--- src/uds_pkg.sv ---
// package: register map, fields, reset values and carriers for the serial data path
//==============================================================================
package uds_pkg;
  //==============================================================================
  // register byte addresses
  localparam logic [7:0] ADDR_MODE_CTRL = 8'h00;
  localparam logic [7:0] ADDR_STATUS = 8'h04;
  localparam logic [7:0] ADDR_FRAME_CTRL = 8'h08;
  localparam logic [7:0] ADDR_ENABLE_CTRL = 8'h0C;
  localparam logic [7:0] ADDR_DATA = 8'h10;
  localparam logic [7:0] ADDR_BAUD = 8'h14;
  //==============================================================================
  // reset values
  localparam logic [7:0] MODE_CTRL_RST = 8'hE0;
  localparam logic [7:0] STATUS_RST = 8'h0B;
  localparam logic [7:0] FRAME_CTRL_RST = 8'h00;
  localparam logic [7:0] ENABLE_CTRL_RST = 8'h00;
  localparam logic [7:0] BAUD_RST = 8'h00;
  //==============================================================================
  // field positions
  localparam int MODE_SEL_BIT = 4;
  localparam int GLOBAL_EN_BIT = 7;
  localparam int NINE_BIT_BIT = 6;
  localparam int PARITY_EN_BIT = 5;
  localparam int PARITY_ODD_BIT = 4;
  localparam int TWO_STOP_BIT = 3;
  localparam int BREAK_BIT = 2;
  localparam int RX_BIT8_BIT = 1;
  localparam int TX_BIT8_BIT = 0;
  localparam int TX_EN_BIT = 7;
  localparam int RX_EN_BIT = 6;
  localparam int RX_IRQ_EN_BIT = 2;
  //==============================================================================
  // timing: 16 ticks per bit, break of at least 13 bit times
  localparam logic [3:0] OVERSAMPLE_LAST = 4'hF;
  localparam logic [3:0] MID_SAMPLE = 4'h7;
  localparam logic [4:0] BREAK_BITS = 5'h0D;
  localparam int RX_DEPTH = 2;

  typedef enum logic [1:0] {TX_IDLE, TX_SHIFT, TX_BREAK} uds_txst_e;
  typedef enum logic [1:0] {RX_IDLE, RX_START, RX_DATA, RX_STOP} uds_rxst_e;

  // one received word with its error marks
  typedef struct packed {
    logic [8:0] data;
    logic parityErr;
    logic noise;
    logic frameErr;
  } uds_rxword_s;

  typedef struct packed {
    logic parityErr;
    logic noise;
    logic frameErr;
    logic overrun;
    logic rxIdle;
    logic rxAvail;
    logic txIdle;
    logic txEmpty;
  } uds_status_s;
endpackage

--- src/uds_core.sv ---
// module: serial transceiver data path, status flags and apb register slave
//
// Design decisions made here: the register addresses and register access over APB.
`timescale 1ns/1ps
module uds_core #(
  parameter int DIV_WIDTH = 8
) (
  input wire logic ref_clk,
  input wire logic nrst,
  input wire logic psel,
  input wire logic penable,
  input wire logic pwrite,
  input wire logic [7:0] paddr,
  input wire logic [31:0] pwdata,
  output logic [31:0] prdata,
  output logic pready,
  output logic pslverr,
  input wire logic rxd,
  output logic txd,
  output logic txdOe,
  output logic rxIrq
);
  typedef struct packed {
    logic [7:0] modeCtrl;
    logic [7:0] frameCtrl;
    logic [7:0] enableCtrl;
    logic [DIV_WIDTH-1:0] baudDiv;
    logic [DIV_WIDTH-1:0] baudCnt;
    logic [2:0] rxSync;
    logic rxLine;
    uds_pkg::uds_status_s stat;
    logic statRead;
    logic [8:0] txHold;
    logic [10:0] txShift;
    logic [3:0] txBits;
    logic [3:0] txTick;
    logic [4:0] brkBits;
    uds_pkg::uds_txst_e txSt;
    uds_pkg::uds_rxst_e rxSt;
    logic [3:0] rxTick;
    logic [3:0] rxBits;
    logic [9:0] rxShift;
    logic [2:0] rxSamp;
    logic rxNoise;
    logic rxPar;
    uds_pkg::uds_rxword_s [1:0] fifo;
    logic [1:0] fifoCnt;
    uds_pkg::uds_rxword_s dataReg;
    logic [31:0] rdata;
    logic irq;
  } uds_state_s;

  uds_state_s q;
  uds_state_s d;

  logic active;
  logic tick;
  logic wrAcc;
  logic rdAcc;
  logic dataAcc;
  logic [3:0] dataBits;
  logic rxStopDone;
  logic majority;
  uds_pkg::uds_rxword_s newWord;
  logic [7:0] statByte;

  assign pready = 1'b1;
  assign pslverr = 1'b0;
  assign prdata = q.rdata;
  assign txd = q.txSt == uds_pkg::TX_SHIFT ? q.txShift[0] : q.txSt != uds_pkg::TX_BREAK;
  assign txdOe = active & q.enableCtrl[uds_pkg::TX_EN_BIT];
  assign rxIrq = q.irq;

  always_comb begin
    d = q;
    active = q.modeCtrl[uds_pkg::MODE_SEL_BIT] & q.frameCtrl[uds_pkg::GLOBAL_EN_BIT];
    tick = 1'b0;
    wrAcc = psel & penable & pwrite;
    rdAcc = psel & penable & ~pwrite;
    dataAcc = psel & penable & (paddr == uds_pkg::ADDR_DATA);
    dataBits = q.frameCtrl[uds_pkg::NINE_BIT_BIT] ? 4'h9 : 4'h8;
    rxStopDone = 1'b0;
    majority = (q.rxSamp[0] & q.rxSamp[1]) | (q.rxSamp[1] & q.rxSamp[2]) | (q.rxSamp[0] & q.rxSamp[2]);
    newWord = '0;
    statByte = q.stat;
    //==============================================================================
    // pin sampling and shared baud tick
    d.rxSync = {q.rxSync[1:0], rxd};
    if (q.rxSync[2] == q.rxSync[1]) begin
      d.rxLine = q.rxSync[1];
    end
    if (active) begin
      if (q.baudCnt >= q.baudDiv) begin
        d.baudCnt = '0;
        tick = 1'b1;
      end else begin
        d.baudCnt = q.baudCnt + 1'b1;
      end
    end else begin
      d.baudCnt = '0;
    end
    //==============================================================================
    // transmitter
    if (tick) begin
      case (q.txSt)
        uds_pkg::TX_IDLE: begin
          if (q.enableCtrl[uds_pkg::TX_EN_BIT] & q.frameCtrl[uds_pkg::BREAK_BIT]) begin
            d.txSt = uds_pkg::TX_BREAK;
            d.brkBits = '0;
            d.txTick = '0;
          end else if (q.enableCtrl[uds_pkg::TX_EN_BIT] & ~q.stat.txEmpty) begin
            d.txShift = q.frameCtrl[uds_pkg::NINE_BIT_BIT] ? {1'b1, q.txHold, 1'b0}
                                                          : {2'b11, q.txHold[7:0], 1'b0};
            d.txBits = dataBits + 4'h1 + (q.frameCtrl[uds_pkg::TWO_STOP_BIT] ? 4'h2 : 4'h1);
            d.txTick = '0;
            d.txSt = uds_pkg::TX_SHIFT;
            d.stat.txEmpty = 1'b1;
          end
        end
        uds_pkg::TX_SHIFT: begin
          d.txTick = q.txTick + 4'h1;
          if (q.txTick == uds_pkg::OVERSAMPLE_LAST) begin
            d.txShift = {1'b1, q.txShift[10:1]};
            d.txBits = q.txBits - 4'h1;
            if (q.txBits == 4'h1) begin
              d.txSt = uds_pkg::TX_IDLE;
            end
          end
        end
        default: begin
          d.txTick = q.txTick + 4'h1;
          if (q.txTick == uds_pkg::OVERSAMPLE_LAST && q.brkBits != uds_pkg::BREAK_BITS) begin
            d.brkBits = q.brkBits + 5'h01;
          end
          if (q.brkBits == uds_pkg::BREAK_BITS && !q.frameCtrl[uds_pkg::BREAK_BIT]) begin
            d.txSt = uds_pkg::TX_IDLE;
          end
        end
      endcase
    end
    d.stat.txIdle = q.stat.txEmpty & (d.txSt == uds_pkg::TX_IDLE) & ~q.frameCtrl[uds_pkg::BREAK_BIT];
    //==============================================================================
    // receiver, 16x oversampled with 3-sample majority
    if (tick && q.enableCtrl[uds_pkg::RX_EN_BIT]) begin
      d.rxTick = q.rxTick + 4'h1;
      if (q.rxTick >= MID_M1() && q.rxTick <= MID_P1()) begin
        d.rxSamp = {q.rxSamp[1:0], q.rxLine};
      end
      case (q.rxSt)
        uds_pkg::RX_IDLE: begin
          d.rxTick = '0;
          if (!q.rxLine) begin
            d.rxSt = uds_pkg::RX_START;
            d.rxNoise = 1'b0;
          end
        end
        uds_pkg::RX_START: begin
          if (q.rxTick == uds_pkg::OVERSAMPLE_LAST) begin
            if (majority) begin
              d.rxSt = uds_pkg::RX_IDLE;
            end else begin
              d.rxSt = uds_pkg::RX_DATA;
              d.rxBits = '0;
              d.rxPar = 1'b0;
            end
          end
        end
        uds_pkg::RX_DATA: begin
          if (q.rxTick == uds_pkg::OVERSAMPLE_LAST) begin
            d.rxShift = {majority, q.rxShift[9:1]};
            d.rxPar = q.rxPar ^ majority;
            d.rxNoise = q.rxNoise | ~(&q.rxSamp | ~|q.rxSamp);
            d.rxBits = q.rxBits + 4'h1;
            if (q.rxBits == dataBits - 4'h1 + {3'h0, q.frameCtrl[uds_pkg::PARITY_EN_BIT]}) begin
              d.rxSt = uds_pkg::RX_STOP;
            end
          end
        end
        default: begin
          if (q.rxTick == uds_pkg::OVERSAMPLE_LAST) begin
            rxStopDone = 1'b1;
            d.rxSt = uds_pkg::RX_IDLE;
          end
        end
      endcase
    end
    d.stat.rxIdle = d.rxSt == uds_pkg::RX_IDLE;
    if (rxStopDone) begin
      // bits enter at the top, so a trailing parity bit pushes the data one place lower
      if (q.frameCtrl[uds_pkg::NINE_BIT_BIT]) begin
        newWord.data = q.frameCtrl[uds_pkg::PARITY_EN_BIT] ? q.rxShift[8:0] : q.rxShift[9:1];
      end else begin
        newWord.data = {1'b0, q.frameCtrl[uds_pkg::PARITY_EN_BIT] ? q.rxShift[8:1] : q.rxShift[9:2]};
      end
      if (q.frameCtrl[uds_pkg::PARITY_EN_BIT]) begin
        newWord.parityErr = (q.rxPar != q.frameCtrl[uds_pkg::PARITY_ODD_BIT]);
      end
      newWord.noise = q.rxNoise | ~(&q.rxSamp | ~|q.rxSamp);
      newWord.frameErr = ~majority;
    end
    //==============================================================================
    // register access and read-then-access flag clearing
    if (rdAcc && paddr == uds_pkg::ADDR_STATUS) begin
      d.statRead = 1'b1;
    end
    if (dataAcc && q.statRead) begin
      d.statRead = 1'b0;
      d.stat.parityErr = 1'b0;
      d.stat.noise = 1'b0;
      d.stat.frameErr = 1'b0;
      d.stat.overrun = 1'b0;
    end
    if (wrAcc) begin
      if (paddr == uds_pkg::ADDR_MODE_CTRL) begin
        d.modeCtrl = pwdata[7:0];
      end else if (paddr == uds_pkg::ADDR_FRAME_CTRL) begin
        d.frameCtrl = {pwdata[7:2], q.frameCtrl[uds_pkg::RX_BIT8_BIT], pwdata[0]};
      end else if (paddr == uds_pkg::ADDR_ENABLE_CTRL) begin
        d.enableCtrl = pwdata[7:0];
        if (pwdata[uds_pkg::TX_EN_BIT] && !q.enableCtrl[uds_pkg::TX_EN_BIT]) begin
          d.stat.txEmpty = 1'b1;
        end
      end else if (paddr == uds_pkg::ADDR_DATA) begin
        d.txHold = {q.frameCtrl[uds_pkg::TX_BIT8_BIT], pwdata[7:0]};
        if (q.statRead) begin
          d.stat.txEmpty = 1'b0;
          d.stat.txIdle = 1'b0;
        end
      end else if (paddr == uds_pkg::ADDR_BAUD) begin
        d.baudDiv = pwdata[DIV_WIDTH-1:0];
      end
    end
    // pop the data register on a read that follows a status read
    if (rdAcc && paddr == uds_pkg::ADDR_DATA && q.statRead && q.stat.rxAvail) begin
      if (q.fifoCnt != 2'h0) begin
        d.dataReg = q.fifo[0];
        d.fifo[0] = q.fifo[1];
        d.fifoCnt = q.fifoCnt - 2'h1;
      end else begin
        d.stat.rxAvail = 1'b0;
      end
    end
    // a finished word lands after the pop so a same-cycle arrival is kept unless overrun is already set
    if (rxStopDone) begin
      if (q.stat.overrun || d.fifoCnt == 2'(uds_pkg::RX_DEPTH)) begin
        d.stat.overrun = 1'b1;
      end else if (!d.stat.rxAvail) begin
        d.dataReg = newWord;
        d.stat.rxAvail = 1'b1;
        d.stat.parityErr = newWord.parityErr;
        d.stat.noise = newWord.noise;
        d.stat.frameErr = newWord.frameErr;
      end else begin
        d.fifo[d.fifoCnt[0]] = newWord;
        d.fifoCnt = d.fifoCnt + 2'h1;
      end
    end
    d.frameCtrl[uds_pkg::RX_BIT8_BIT] = d.dataReg.data[8];
    d.irq = d.stat.rxAvail & d.enableCtrl[uds_pkg::RX_IRQ_EN_BIT];
    //==============================================================================
    // read data; status is read only, unmapped reads as zero
    d.rdata = '0;
    if (psel && !penable && !pwrite) begin
      if (paddr == uds_pkg::ADDR_MODE_CTRL) begin
        d.rdata = {24'h000000, q.modeCtrl};
      end else if (paddr == uds_pkg::ADDR_STATUS) begin
        d.rdata = {24'h000000, statByte};
      end else if (paddr == uds_pkg::ADDR_FRAME_CTRL) begin
        d.rdata = {24'h000000, q.frameCtrl[7:1], 1'b0};
      end else if (paddr == uds_pkg::ADDR_ENABLE_CTRL) begin
        d.rdata = {24'h000000, q.enableCtrl};
      end else if (paddr == uds_pkg::ADDR_DATA) begin
        d.rdata = {24'h000000, q.dataReg.data[7:0]};
      end else if (paddr == uds_pkg::ADDR_BAUD) begin
        d.rdata = {{(32 - DIV_WIDTH){1'b0}}, q.baudDiv};
      end
    end else if (psel && penable && !pwrite) begin
      d.rdata = q.rdata;
    end
    //==============================================================================
    // global disable: flags to reset values, buffers discarded, config kept except break and both enables, cleared in serial mode
    if (!active) begin
      d.stat = uds_pkg::STATUS_RST;
      d.statRead = 1'b0;
      d.fifoCnt = '0;
      d.txSt = uds_pkg::TX_IDLE;
      d.rxSt = uds_pkg::RX_IDLE;
      d.frameCtrl[uds_pkg::BREAK_BIT] = q.modeCtrl[uds_pkg::MODE_SEL_BIT] ? 1'b0 : d.frameCtrl[uds_pkg::BREAK_BIT];
      d.irq = 1'b0;
      if (q.modeCtrl[uds_pkg::MODE_SEL_BIT]) begin
        d.enableCtrl[uds_pkg::TX_EN_BIT] = 1'b0;
        d.enableCtrl[uds_pkg::RX_EN_BIT] = 1'b0;
      end
    end
  end

  function automatic logic [3:0] MID_M1();
    return uds_pkg::MID_SAMPLE - 4'h1;
  endfunction

  function automatic logic [3:0] MID_P1();
    return uds_pkg::MID_SAMPLE + 4'h1;
  endfunction

  always_ff @(posedge ref_clk or negedge nrst) begin
    if (!nrst) begin
      q <= '0;
      q.modeCtrl <= uds_pkg::MODE_CTRL_RST;
      q.frameCtrl <= uds_pkg::FRAME_CTRL_RST;
      q.enableCtrl <= uds_pkg::ENABLE_CTRL_RST;
      q.baudDiv <= DIV_WIDTH'(uds_pkg::BAUD_RST);
      q.stat <= uds_pkg::STATUS_RST;
      q.rxSync <= 3'h7;
      q.rxLine <= 1'b1;
      q.txSt <= uds_pkg::TX_IDLE;
      q.rxSt <= uds_pkg::RX_IDLE;
    end else begin
      q <= d;
    end
  end
endmodule

--- config.mk ---
export PLATFORM = sky130hd
export DESIGN_NAME = uds_core
export DESIGN_NICKNAME = d
export VERILOG_FILES = /design/src/uds_pkg.sv /design/src/uds_core.sv
export SDC_FILE = /design/constraint.sdc
export NUM_CORES = 1
export LEC_CHECK = 0
export BUFFER_PORTS_ARGS = -buffer_cell sky130_fd_sc_hd__buf_2
export CAP_MARGIN = 20
export CORE_MARGIN = 3
export CORE_UTILIZATION = 59
export CTS_CLUSTER_SIZE = 16
export DETAILED_ROUTE_END_ITERATION = 7
export GPL_ROUTABILITY_DRIVEN = 0
export HOLD_SLACK_MARGIN = 0.1
export MAX_ROUTING_LAYER = met4
export PLACE_DENSITY = 0.76
export SETUP_SLACK_MARGIN = 0.15
export SYNTH_ARGS = -nofsm -noshare
export SYNTH_HDL_FRONTEND = slang
export SYNTH_SLANG_ARGS = --single-unit
--- constraint.sdc ---
create_clock -name ref_clk -period 3.7 [get_ports ref_clk]
set_input_delay 0.555 -clock ref_clk [delete_from_list [all_inputs] [get_ports ref_clk]]
set_output_delay 0.555 -clock ref_clk [all_outputs]
set_load 0.01 [all_outputs]
==> results of run 1 <==
==> state kept, by name, summed over array words and instances, names as in the netlist <==
register	count
prdata	8
q	139
rxIrq	1
d	2
==> power by group through the flow <==
| stage | Sequential (mW) | Combinational, mW | Clock [mW] |
|---|---|---|---|
| 2_1_floorplan | 1.69 | 0.0882 | 0 |
| 3_3_place_gp | 1.69 | 0.136 | 0 |
| 3_5_place_dp | 1.69 | 0.140 | 0 |
| 4_1_cts | 1.66 | 0.140 | 1.69 |
| 5_1_grt | 1.67 | 0.157 | 1.76 |
| 6_report | 1.66 | 0.141 | 1.67 |
==> cell families after synthesis <==
kind of cell,count (synthesis),synth area share [%]
and+or+nand+nor,239,15.2
AOI/OAI and AO/OA,153,11.8
DFF,150,47.3
buffers and inverters,102,6.91
muxes,101,13.6
adders and majority gates,23,3.55
xor gates and xnor gates,14,1.54
other,2,0.0943
==> final timing paths <==
check / start / to / slack [ns] / cells after the start
worst max-delay path: paddr[7] / q[67]$_DFFE_PN0P_ / 0.60 / 12
worst min-delay path: nrst / q[144]$_DFF_PN0_ / 0.19 / 1
worst max register to register: q[144]$_DFF_PN0_ / q[78]$_DFFE_PN0P_ / 0.67 / 8
worst min register to register: d[142]$_DFF_PN1_ / d[143]$_DFF_PN1_ / 0.35 / 0
max in group asynchronous: nrst / q[183]$_DFFE_PN1P_ / 2.68 / 2
min in group ref_clk: rxd / d[142]$_DFF_PN1_ / 0.23 / 1
==> layer usage <==
layer,global-route usage [%],routed length [um],vias up
met5,-,0,-
li1,-,-,2757
met4,11.3,601,0
met2,38.9,8270,255
met3,5.39,1470,55
met1,34.5,7620,2939
==> critical path: stages <==
cell	delay (ns)
buf_2	0.09
or4_4	0.56
and4bb_1	0.35
nand2_1	0.11
mux2_4	0.25
clkinv_1	0.08
ha_1	0.23
nor2_1	0.09
nand4_1	0.16
nor4_2	0.40
nand2_4	0.17
mux2_1	0.35
==> cells in the mapped netlist (all sizes together) (21+ instances only) <==
cell,instances
clkbuf,24
a21oi,32
inv,26
o21ai,67
nand2,69
mux2,56
ha,21
dfrtp,140
nor2,47
nand3,37
mux2i,45
buf,50
==> layout make-up <==
cell class	instances	area [sq um]	share of cell area (%)
sequential	150	3770	43.3
timing repair buffer	48	299	3.44
tap	172	215	2.47
clock buffer	19	453	5.20
inverter	28	105	1.21
clock inverter	13	125	1.44
multi-input combinational	556	3740	43.0
==> placed cells by master, fill, tap and decap left out, types with 17 or more instances in the layout <==
cell type and count:
mux2_2 52, dfrtp_1 140, nand2_1 68, buf_2 31, a21oi_1 28, o21ai_0 60, conb_1 26, mux2i_1 45
ha_1 21, nand3_1 37, inv_1 26, nor2_1 47, clkbuf_16 17
==> stage by stage <==
stage	worst slack, ns	std cells	power (mW)	util [%]
after floorplan	0.521	808	1.78	-
after global placement	0.280	954	1.83	62.9
after detailed placement	0.193	954	1.83	62.9
after CTS	0.623	986	3.50	67.3
after global routing	0.403	986	3.58	67.3
final	0.597	986	3.48	67.3
==> metrics.md, run 1 <==
| Metric | Value |
|---|---|
| Status | `finished, final reports clean` |
| Die width | `roughly 120 um` |
| Pint | `around 2.7 mW` |
| CTS Hold Buffers Added | `0` |
| Leakage power | `4.14 nW` |
| MaxCap Viol Count | `0` |
| H-tree depth | `4` |
| Post-Syn Area | `7970 sq um` |
| CTS Buf Count | `17` |
| Die area | `approximately 15,000 sq um` |
| Core area | `12,900 sq um` |
| Sequential share of the synthesized area | `47.3%` |
| Setup CP Type | `in2reg` |
| Post-synth EDFFs | `0` |
| Power per cell area | `400 nW/um^2` |
| Synth top area cells | `dfrtp_1, mux2_2, mux2i_1` |
| Drc violations | `0` |
| Setup Skew | `approximately 0.0084 ns` |
| Clock Latency Late Sink | `between 0.4 and 0.5 ns` |
| Switch share | `23.5%` |
| Hold Slack | `0.188 ns` |
| Top_reg_cell synth | `dfrtp_1` |
| Die height | `~120 um` |
| Port Buffers | `32` |
| Distinct cells, synth | `65` |
| Gate Count Post-Synth | `approximately 800` |
| Post-cts sizing count | `0` |
| CP endpoint kind | `flip-flop` |
| GRT Resource Usage Total | `26.0%` |
| DR pass1 iterations | `5` |
| Comb pwr share | `4.0%` |
| Hold Path Class | `in2async` |
| Total global routing overflow | `0` |
| Synthesis warning total | `0` |
| Fill cells | `978` |
| Avg Cell Area, Syn | `10.2 sq um` |
| Worst rel slew slack | `45.1%` |
| F_max | `322 MHz` |
| Final instance area | `8700 sq um` |
| Reg power frac | `47.8%` |
| Starting density of the core | `61.6%` |
| DP Wirelength | `12.8 mm` |
| Nets | `868` |
| Element type at the critical path start | `primary input` |
| RSZ-0062 raised after global routing | `no` |
| Routed vias | `6,006` |
| Proportion of netlist area held by the largest area contributor | `44.0%` |
| Net Sw Power | `0.819 mW` |
| WP data required | `4.01 ns` |
| First-pass GRT wire length | `29.5 mm` |
| Area delta synth->final | `9.25%` |
| Routed Wire Length | `18.0 mm` |
| Asr flop ratio synth | `100%` |
| # IOs | `83` |
| CP Max Fanout | `10` |
| Fraction of layout cells with a size suffix above 1 | `19.7%` |
| Setup TNS | `0 ns` |
| Placed cell areas | `a little over 8000 sq um` |
| Period minus WS final | `3.10 ns` |
| Root Driver | `clkbuf_16` |
| Initial antenna violation count | `0` |
| Final hold viol count | `0` |
| Clock Path Buffers | `2` |
| Fin crit share | `a little over four fifths` |
| Clock transition at path regs | `0.06 ns` |
| CTS tree | `done` |
| Via/cell ratio | `around 6.1` |
| Post-CTS Setup Bufs | `0` |
| Max rail drop VDD | `0.344 mV` |
| Vias in the first global route | `between 5,000 and 6,000` |
| CP arrival | `3.41 ns` |
| ANT nets after route | `0` |
| Pin count of the biggest net entering global routing | `92` |
| CTS sink count | `150` |
| N_diodes | `0` |
| Drt first-iter violations | `481` |
| Final Setup Violations | `0` |
| Slew Limit Fails | `0` |
| Clk pwr share | `48.1%` |
| Least-Margin Pin Slew | `0.824 ns` |
| Area leader, netlist | `dfrtp_1` |
| Row Count | `41` |
| Synth Register Bits | `150` |
| WL/cell | `around 18 um` |
No activity file was read; power rests on OpenSTA's default activity.
==> inputs of run 2 (changes only) <==
- CORE_UTILIZATION: 59 -> 54
- PLACE_DENSITY: 0.76 -> 0.73
- clock period: 3.7 -> 2.75 ns (I/O delays scaled with it)
==> run 2 against run 1 <==
Register-to-register slack worse by 0.57 ns; first-iteration DRC count decreased by 2.7%; non-clock buffer count grew 41; global-route usage decreased by 1.3 points; sequential power grew 35%; clock power rose by 43%; worst hold slack better by 0.11 ns; combinational power up 48%; die area rose by 8.8%; total power is 39% higher; via count increased by 0.53%; core utilization is 2.4 points lower.
==> metrics.md, run 2 (synthesized netlist as in run 1, its figures left out) <==
| Metric | Value |
|---|---|
| Fin crit share | `between 90% and 100%` |
| Most common cell after layout, fill and taps aside | `dfrtp_1` |
| Area delta synth->final | `15.3%` |
| Nets | `909 (+4.7%)` |
| Least-Margin Pin Slew | `0.684 ns (-0.140 ns)` |
| # IOs | `83 (unchanged)` |
| Reg power frac | `46.4% (-1.4 points)` |
| Die width | `127 um (+4.3%)` |
| N_diodes | `0 (unchanged)` |
| Core area | `14,100 sq um (+9.5%)` |
| ANT nets after route | `0 (unchanged)` |
| Worst rel slew slack | `54.4% (+9.3 points)` |
| Net Sw Power | `1.06 mW (+29%)` |
| CTS tree | `done` |
| Gr busiest metal | `met2` |
| Routed Wire Length | `18.6 mm (+3.8%)` |
| Fin cells | `1,035 (+5.0%)` |
| Pin count of the biggest net entering global routing | `63 (-32%)` |
| Max rail drop VDD | `0.428 mV (+24%)` |
| Comb pwr share | `4.3% (+0.3 points)` |
| Setup CP Type | `in2reg` |
| Die area | `16,200 sq um (+8.8%)` |
| Via/cell ratio | `5.83 (-4.2%)` |
| Drt first-iter violations | `468 (-2.7%)` |
| Pint | `3.77 mW (+42%)` |
| Global-route met2 utilization | `38.3% (-0.58 points)` |
| Commonest cells after routing, fill and taps aside | `dfrtp_1, nand2_1, o21ai_0` |
| Clock Latency Late Sink | `0.43 ns (about the same)` |
| F_max | `370 MHz` |
| WP data required | `3.05 ns (-0.96 ns)` |
| Port Buffers | `32 (unchanged)` |
| Inst Count DP | `999 (+4.7%)` |
| Power per cell area | `525 nW/um^2 (+31%)` |
| Element type at the critical path start | `primary input` |
| RSZ-0062 raised after global routing | `yes` |
| Final hold viol count | `0 (unchanged)` |
| DP Wirelength | `13.7 mm (+7.0%)` |
| Leakage power | `4.42 nW (+6.7%)` |
| WL/cell | `18.0 um (-1.1%)` |
| GR Util met3 | `5.85% (+0.47 points)` |
| First-pass GRT wire length | `30.6 mm (+3.7%)` |
| Max reg flops | `139 (unchanged)` |
| CTS sink count | `150 (unchanged)` |
| Starting density of the core | `56.3% (-5.3 points)` |
| Setup Skew | `0.00940 ns (+0.00105 ns)` |
| Die height | `127 um (+4.3%)` |
| Slew Limit Fails | `0 (unchanged)` |
| Clock transition at path regs | `0.06 ns (about the same)` |
| Root Driver | `clkbuf_16` |
| Fraction of layout cells with a size suffix above 1 | `25.6% (+6.0 points)` |
| CP arrival | `3.01 ns (-0.40 ns)` |
| Switch share | `21.9% (-1.6 points)` |
| H-tree depth | `4 (unchanged)` |
| Status | `finished, final reports clean` |
| GRT Resource Usage Total | `24.7% (-1.3 points)` |
| Drc violations | `0 (unchanged)` |
| Power Total | `4.82 mW (+39%)` |
| Routed vias | `6,038 (+0.53%)` |
| MaxCap Viol Count | `0 (unchanged)` |
| Hold Path Class | `in2reg` |
| DR pass1 iterations | `5 (unchanged)` |
| Total global routing overflow | `0 (unchanged)` |
| Hold Slack | `0.297 ns (+0.110 ns)` |
| CP endpoint kind | `flip-flop` |
| Global Route met1 Usage | `31.7% (-2.8 points)` |
| Final Setup Violations | `0 (unchanged)` |
| Initial antenna violation count | `0 (unchanged)` |
| Period minus WS final | `approximately 2.7 ns` |
| Vias in the first global route | `6,022 (+2.1%)` |
| Clock Path Buffers | `2 (unchanged)` |
| Largest register by flop count | `q` |
| Row Count | `43 (+4.9%)` |
| CP Max Fanout | `8 (-2)` |
| Clk pwr share | `49.2% (+1.1 points)` |
| CTS Buf Count | `17 (unchanged)` |
==> run 2: path summary, 6_finish.rpt <==
path | depth (start not counted) | start | slack [ns] | end
max | 12 | paddr[0] | 0.05 | q[68]$_DFFE_PN0P_
min | 3 | pwdata[1] | 0.30 | q[153]$_DFFE_PN0P_
max reg2reg | 11 | q[131]$_DFFE_PN0P_ | 0.10 | q[68]$_DFFE_PN0P_
min reg2reg | 0 | d[142]$_DFF_PN1_ | 0.36 | d[143]$_DFF_PN1_
max in group asynchronous | 3 | nrst | 1.44 | q[183]$_DFFE_PN1P_
min in group asynchronous | 2 | nrst | 0.53 | q[99]$_DFFE_PN0P_
==> run 2: worst max-delay path: stages <==
cell,delay (ns)
buf_6,0.09
or4_4,0.53
and4bb_2,0.36
nand2_2,0.09
mux2_4,0.24
clkinv_4,0.05
ha_4,0.16
nor2_2,0.08
nand4_1,0.19
nor4_4,0.33
nand2_4,0.14
mux2_4,0.32
==> run 2: metal layers <==
metal  vias up  wire length, um
li1       2843                -
met1      2946             8170
met2       214             8890
met3        35             1180
met4         0              399
met5         -                0
==> run 2: final cells by class <==
class | count | area (sq um)
clock inverter | 12 | 153
clock buffer | 20 | 457
inverter | 28 | 110
sequential | 150 | 3770
fill | 1055 | 4960
timing repair buffer | 89 | 642
multi-input combinational | 556 | 3830
tap | 180 | 225
==> run 2: through the flow <==
step	setup WS (ns)	TNS (ns)	area, sq um	util (%)
after floorplan	-0.166	-1.13	8090	-
after global placement	-0.330	-13.69	8460	59.8
after detailed placement	-0.428	-18.45	8460	59.8
after CTS	0.102	0	9140	64.6
after global routing	-0.0558	-0.324	9190	64.9
final	0.0474	0	9190	64.9
==> run 2: power by group through the flow <==
stage               registers [mW]  clock network [mW]  logic [mW]
finish                        2.24                2.38       0.209
global route                  2.24                2.50       0.233
CTS                           2.24                2.42       0.209
detailed placement            2.28                   0       0.204
global placement              2.28                   0       0.199
floorplan                     2.27                   0       0.119
==> run 2: repair_timing <==
action / CTS / global route
setup buffers: 1 / 1
setup endpoints to repair: 70 / 51
gates resized for setup: 9 / 18
hold endpoints to repair: 53 / 0
hold buffers: 2 / 0
pin swaps: 3 / 4
==> inputs of run 3 (changes only) <==
==> constraint.sdc (replaced) <==
create_clock -name ref_clk -period 2.75 [get_ports ref_clk]
set_input_delay 0.55 -clock ref_clk [delete_from_list [all_inputs] [get_ports ref_clk]]
set_output_delay 0.55 -clock ref_clk [all_outputs]
set_load 0.01 [all_outputs]
==> run 3 against run 2 <==
The run now ends with negative setup slack left; non-clock buffer count is 5 higher; cell count is 0.48% higher; register-to-register slack worse by 0.04 ns; critical path depth is 1 higher; critical path type unchanged.
==> metrics.md, run 3 (synthesized netlist as in run 1, its figures left out) <==
| Metric | Value |
|---|---|
| Drt first-iter violations | `598 (+28%)` |
| Hold Path Class | `in2async` |
| Initial antenna violation count | `0 (unchanged)` |
| Fraction of layout cells with a size suffix above 1 | `27.0% (+1.4 points)` |
| Final Setup Violations | `30 (+30)` |
| Pin count of the biggest net entering global routing | `69 (+9.5%)` |
| Clock transition at path regs | `0.06 ns (about the same)` |
| Via/cell ratio | `5.83 (about the same)` |
| ANT nets after route | `0 (unchanged)` |
| DR pass1 iterations | `5 (unchanged)` |
| Port Buffers | `32 (unchanged)` |
| Leakage power | `4.46 nW (+1.0%)` |
| Die height | `127 um (unchanged)` |
| Status | `finished, violations left` |
| Starting density of the core | `56.3% (unchanged)` |
| Most common cell after layout, fill and taps aside | `dfrtp_1` |
| Routed Wire Length | `18.6 mm (about the same)` |
| Routed vias | `6,066 (+0.46%)` |
| Commonest cells after routing, fill and taps aside | `dfrtp_1, nand2_1, o21ai_0` |
| Max rail drop VDD | `0.443 mV (+3.5%)` |
| Die area | `16,200 sq um (unchanged)` |
| Least-Margin Pin Slew | `0.638 ns (-0.0461 ns)` |
| Row Count | `43 (unchanged)` |
| Reg-to-Reg End | `q[63]$_DFFE_PN0P_` |
| WP data required | `3.06 ns (about the same)` |
| Area delta synth->final | `16.8%` |
| GRT Resource Usage Total | `24.1% (-0.55 points)` |
| Final core occ | `65.7% (+0.82 points)` |
| Nets | `914 (+0.55%)` |
| DP Wirelength | `13.5 mm (-1.2%)` |
| Slew Limit Fails | `0 (unchanged)` |
| CP endpoint kind | `flip-flop` |
| Vias in the first global route | `5,912 (-1.8%)` |
| Drc violations | `0 (unchanged)` |
| N_diodes | `0 (unchanged)` |
| Setup Skew | `0.0111 ns (+0.00167 ns)` |
| Total global routing overflow | `0 (unchanged)` |
| Final hold viol count | `0 (unchanged)` |
| CP Max Fanout | `6 (-2)` |
| First-pass GRT wire length | `30.1 mm (-1.9%)` |
| Clock Latency Late Sink | `0.42 ns (about the same)` |
| Hold Slack | `0.138 ns (-0.160 ns)` |
| CTS Hold Buffers Added | `0 (-2)` |
| Root Driver | `clkbuf_16` |
| Element type at the critical path start | `primary input` |
| Max reg flops | `139 (unchanged)` |
| # IOs | `83 (unchanged)` |
| Core area | `14,100 sq um (unchanged)` |
| Cell depth of the worst flop-to-flop path | `12 (+1)` |
| Power per cell area | `508 nW/um^2 (-3.2%)` |
| MaxCap Viol Count | `0 (unchanged)` |
| WL/cell | `17.9 um (-0.57%)` |
| Largest register by flop count | `q` |
| CTS sink count | `150 (unchanged)` |
| CTS Buf Count | `17 (unchanged)` |
| Failing checks | `negative setup slack` |
| H-tree depth | `4 (unchanged)` |
| Reg2reg start | `q[131]$_DFFE_PN0P_` |
| Fin crit share | `105% (+6.3 points)` |
| Worst rel slew slack | `57.4% (+3.0 points)` |
| CTS tree | `done` |
| R2r setup slk | `0.06 ns (-0.04 ns)` |
| Period minus WS final | `2.88 ns (+0.174 ns)` |
| F_max | `348 MHz (-6.0%)` |
| Clock Path Buffers | `2 (unchanged)` |
| RSZ-0062 raised after global routing | `yes` |
| CP arrival | `3.18 ns (+0.17 ns)` |
| Final worst slack | `-0.126 ns (-0.174 ns)` |
| Setup CP Type | `in2reg` |
| Die width | `127 um (unchanged)` |
==> run 3: per-layer routing <==
| metal | routed length, um | track usage, % | vias to the layer above |
|---|---|---|---|
| li1 | - | - | 2852 |
| met1 | 7940 | 31.4 | 2959 |
| met2 | 8920 | 37.3 | 221 |
| met3 | 1390 | 5.98 | 34 |
| met4 | 379 | 7.89 | 0 |
| met5 | 0 | - | - |
==> run 3: worst max-delay path: stages <==
cell and delay (ns):
buf_6 0.09, or4_4 0.52, and4bb_1 0.35, nand2_2 0.10, mux2_4 0.24, clkinv_4 0.06
ha_4 0.16, nor2_2 0.08, nand4_1 0.16, buf_4 0.19, nor4_4 0.22, nand2_4 0.15
mux2_4 0.32
==> run 3: stage by stage <==
step	std cells	instance area [sq um]	setup slack [ns]	total power, mW	TNS, ns
floorplan	808	8090	-0.304	2.39	-4.85
global route	1040	9300	-0.185	4.87	-3.56
finish	1040	9300	-0.126	4.73	-1.87
detailed placement	1001	8490	-0.574	2.48	-16.90
CTS	1036	9140	-0.0540	4.76	-0.290
global placement	1001	8490	-0.457	2.48	-13.95
==> run 3: layout make-up <==
cell class	instances	area (sq um)
clock buffers	21	460
clock inverters	11	125
fillers	1048	4850
inverters	28	110
multi-input cells	556	3870
flip-flops and latches	150	3770
well taps	180	225
repair buffers	94	746
==> run 3: timing repair <==
action / in CTS / in global routing
pin swaps: 7 / 2
gates resized for setup: 16 / 23
endpoints found under the setup margin: 69 / 70
cloned: 0 / 2
endpoints found under the hold margin: 0 / 0
buffers inserted: 3 / 2
==> run 3: report_power, final <==
group | switching (mW) | total, mW | internal (mW)
sequential | 0.0131 | 2.24 | 2.23
combinational | 0.140 | 0.206 | 0.0651
clock | 0.900 | 2.28 | 1.38
==> run 3: how the worst max path moves through the flow <==
stage | startpoint | end | cells after the start
detailed placement | paddr[0] | q[58]$_DFF_PN0_ | 14
global placement | paddr[0] | q[68]$_DFFE_PN0P_ | 12
global route | paddr[7] | q[58]$_DFF_PN0_ | 14
finish | paddr[7] | q[63]$_DFFE_PN0P_ | 13
floorplan | paddr[0] | q[63]$_DFFE_PN0P_ | 11
CTS | paddr[7] | q[63]$_DFFE_PN0P_ | 13
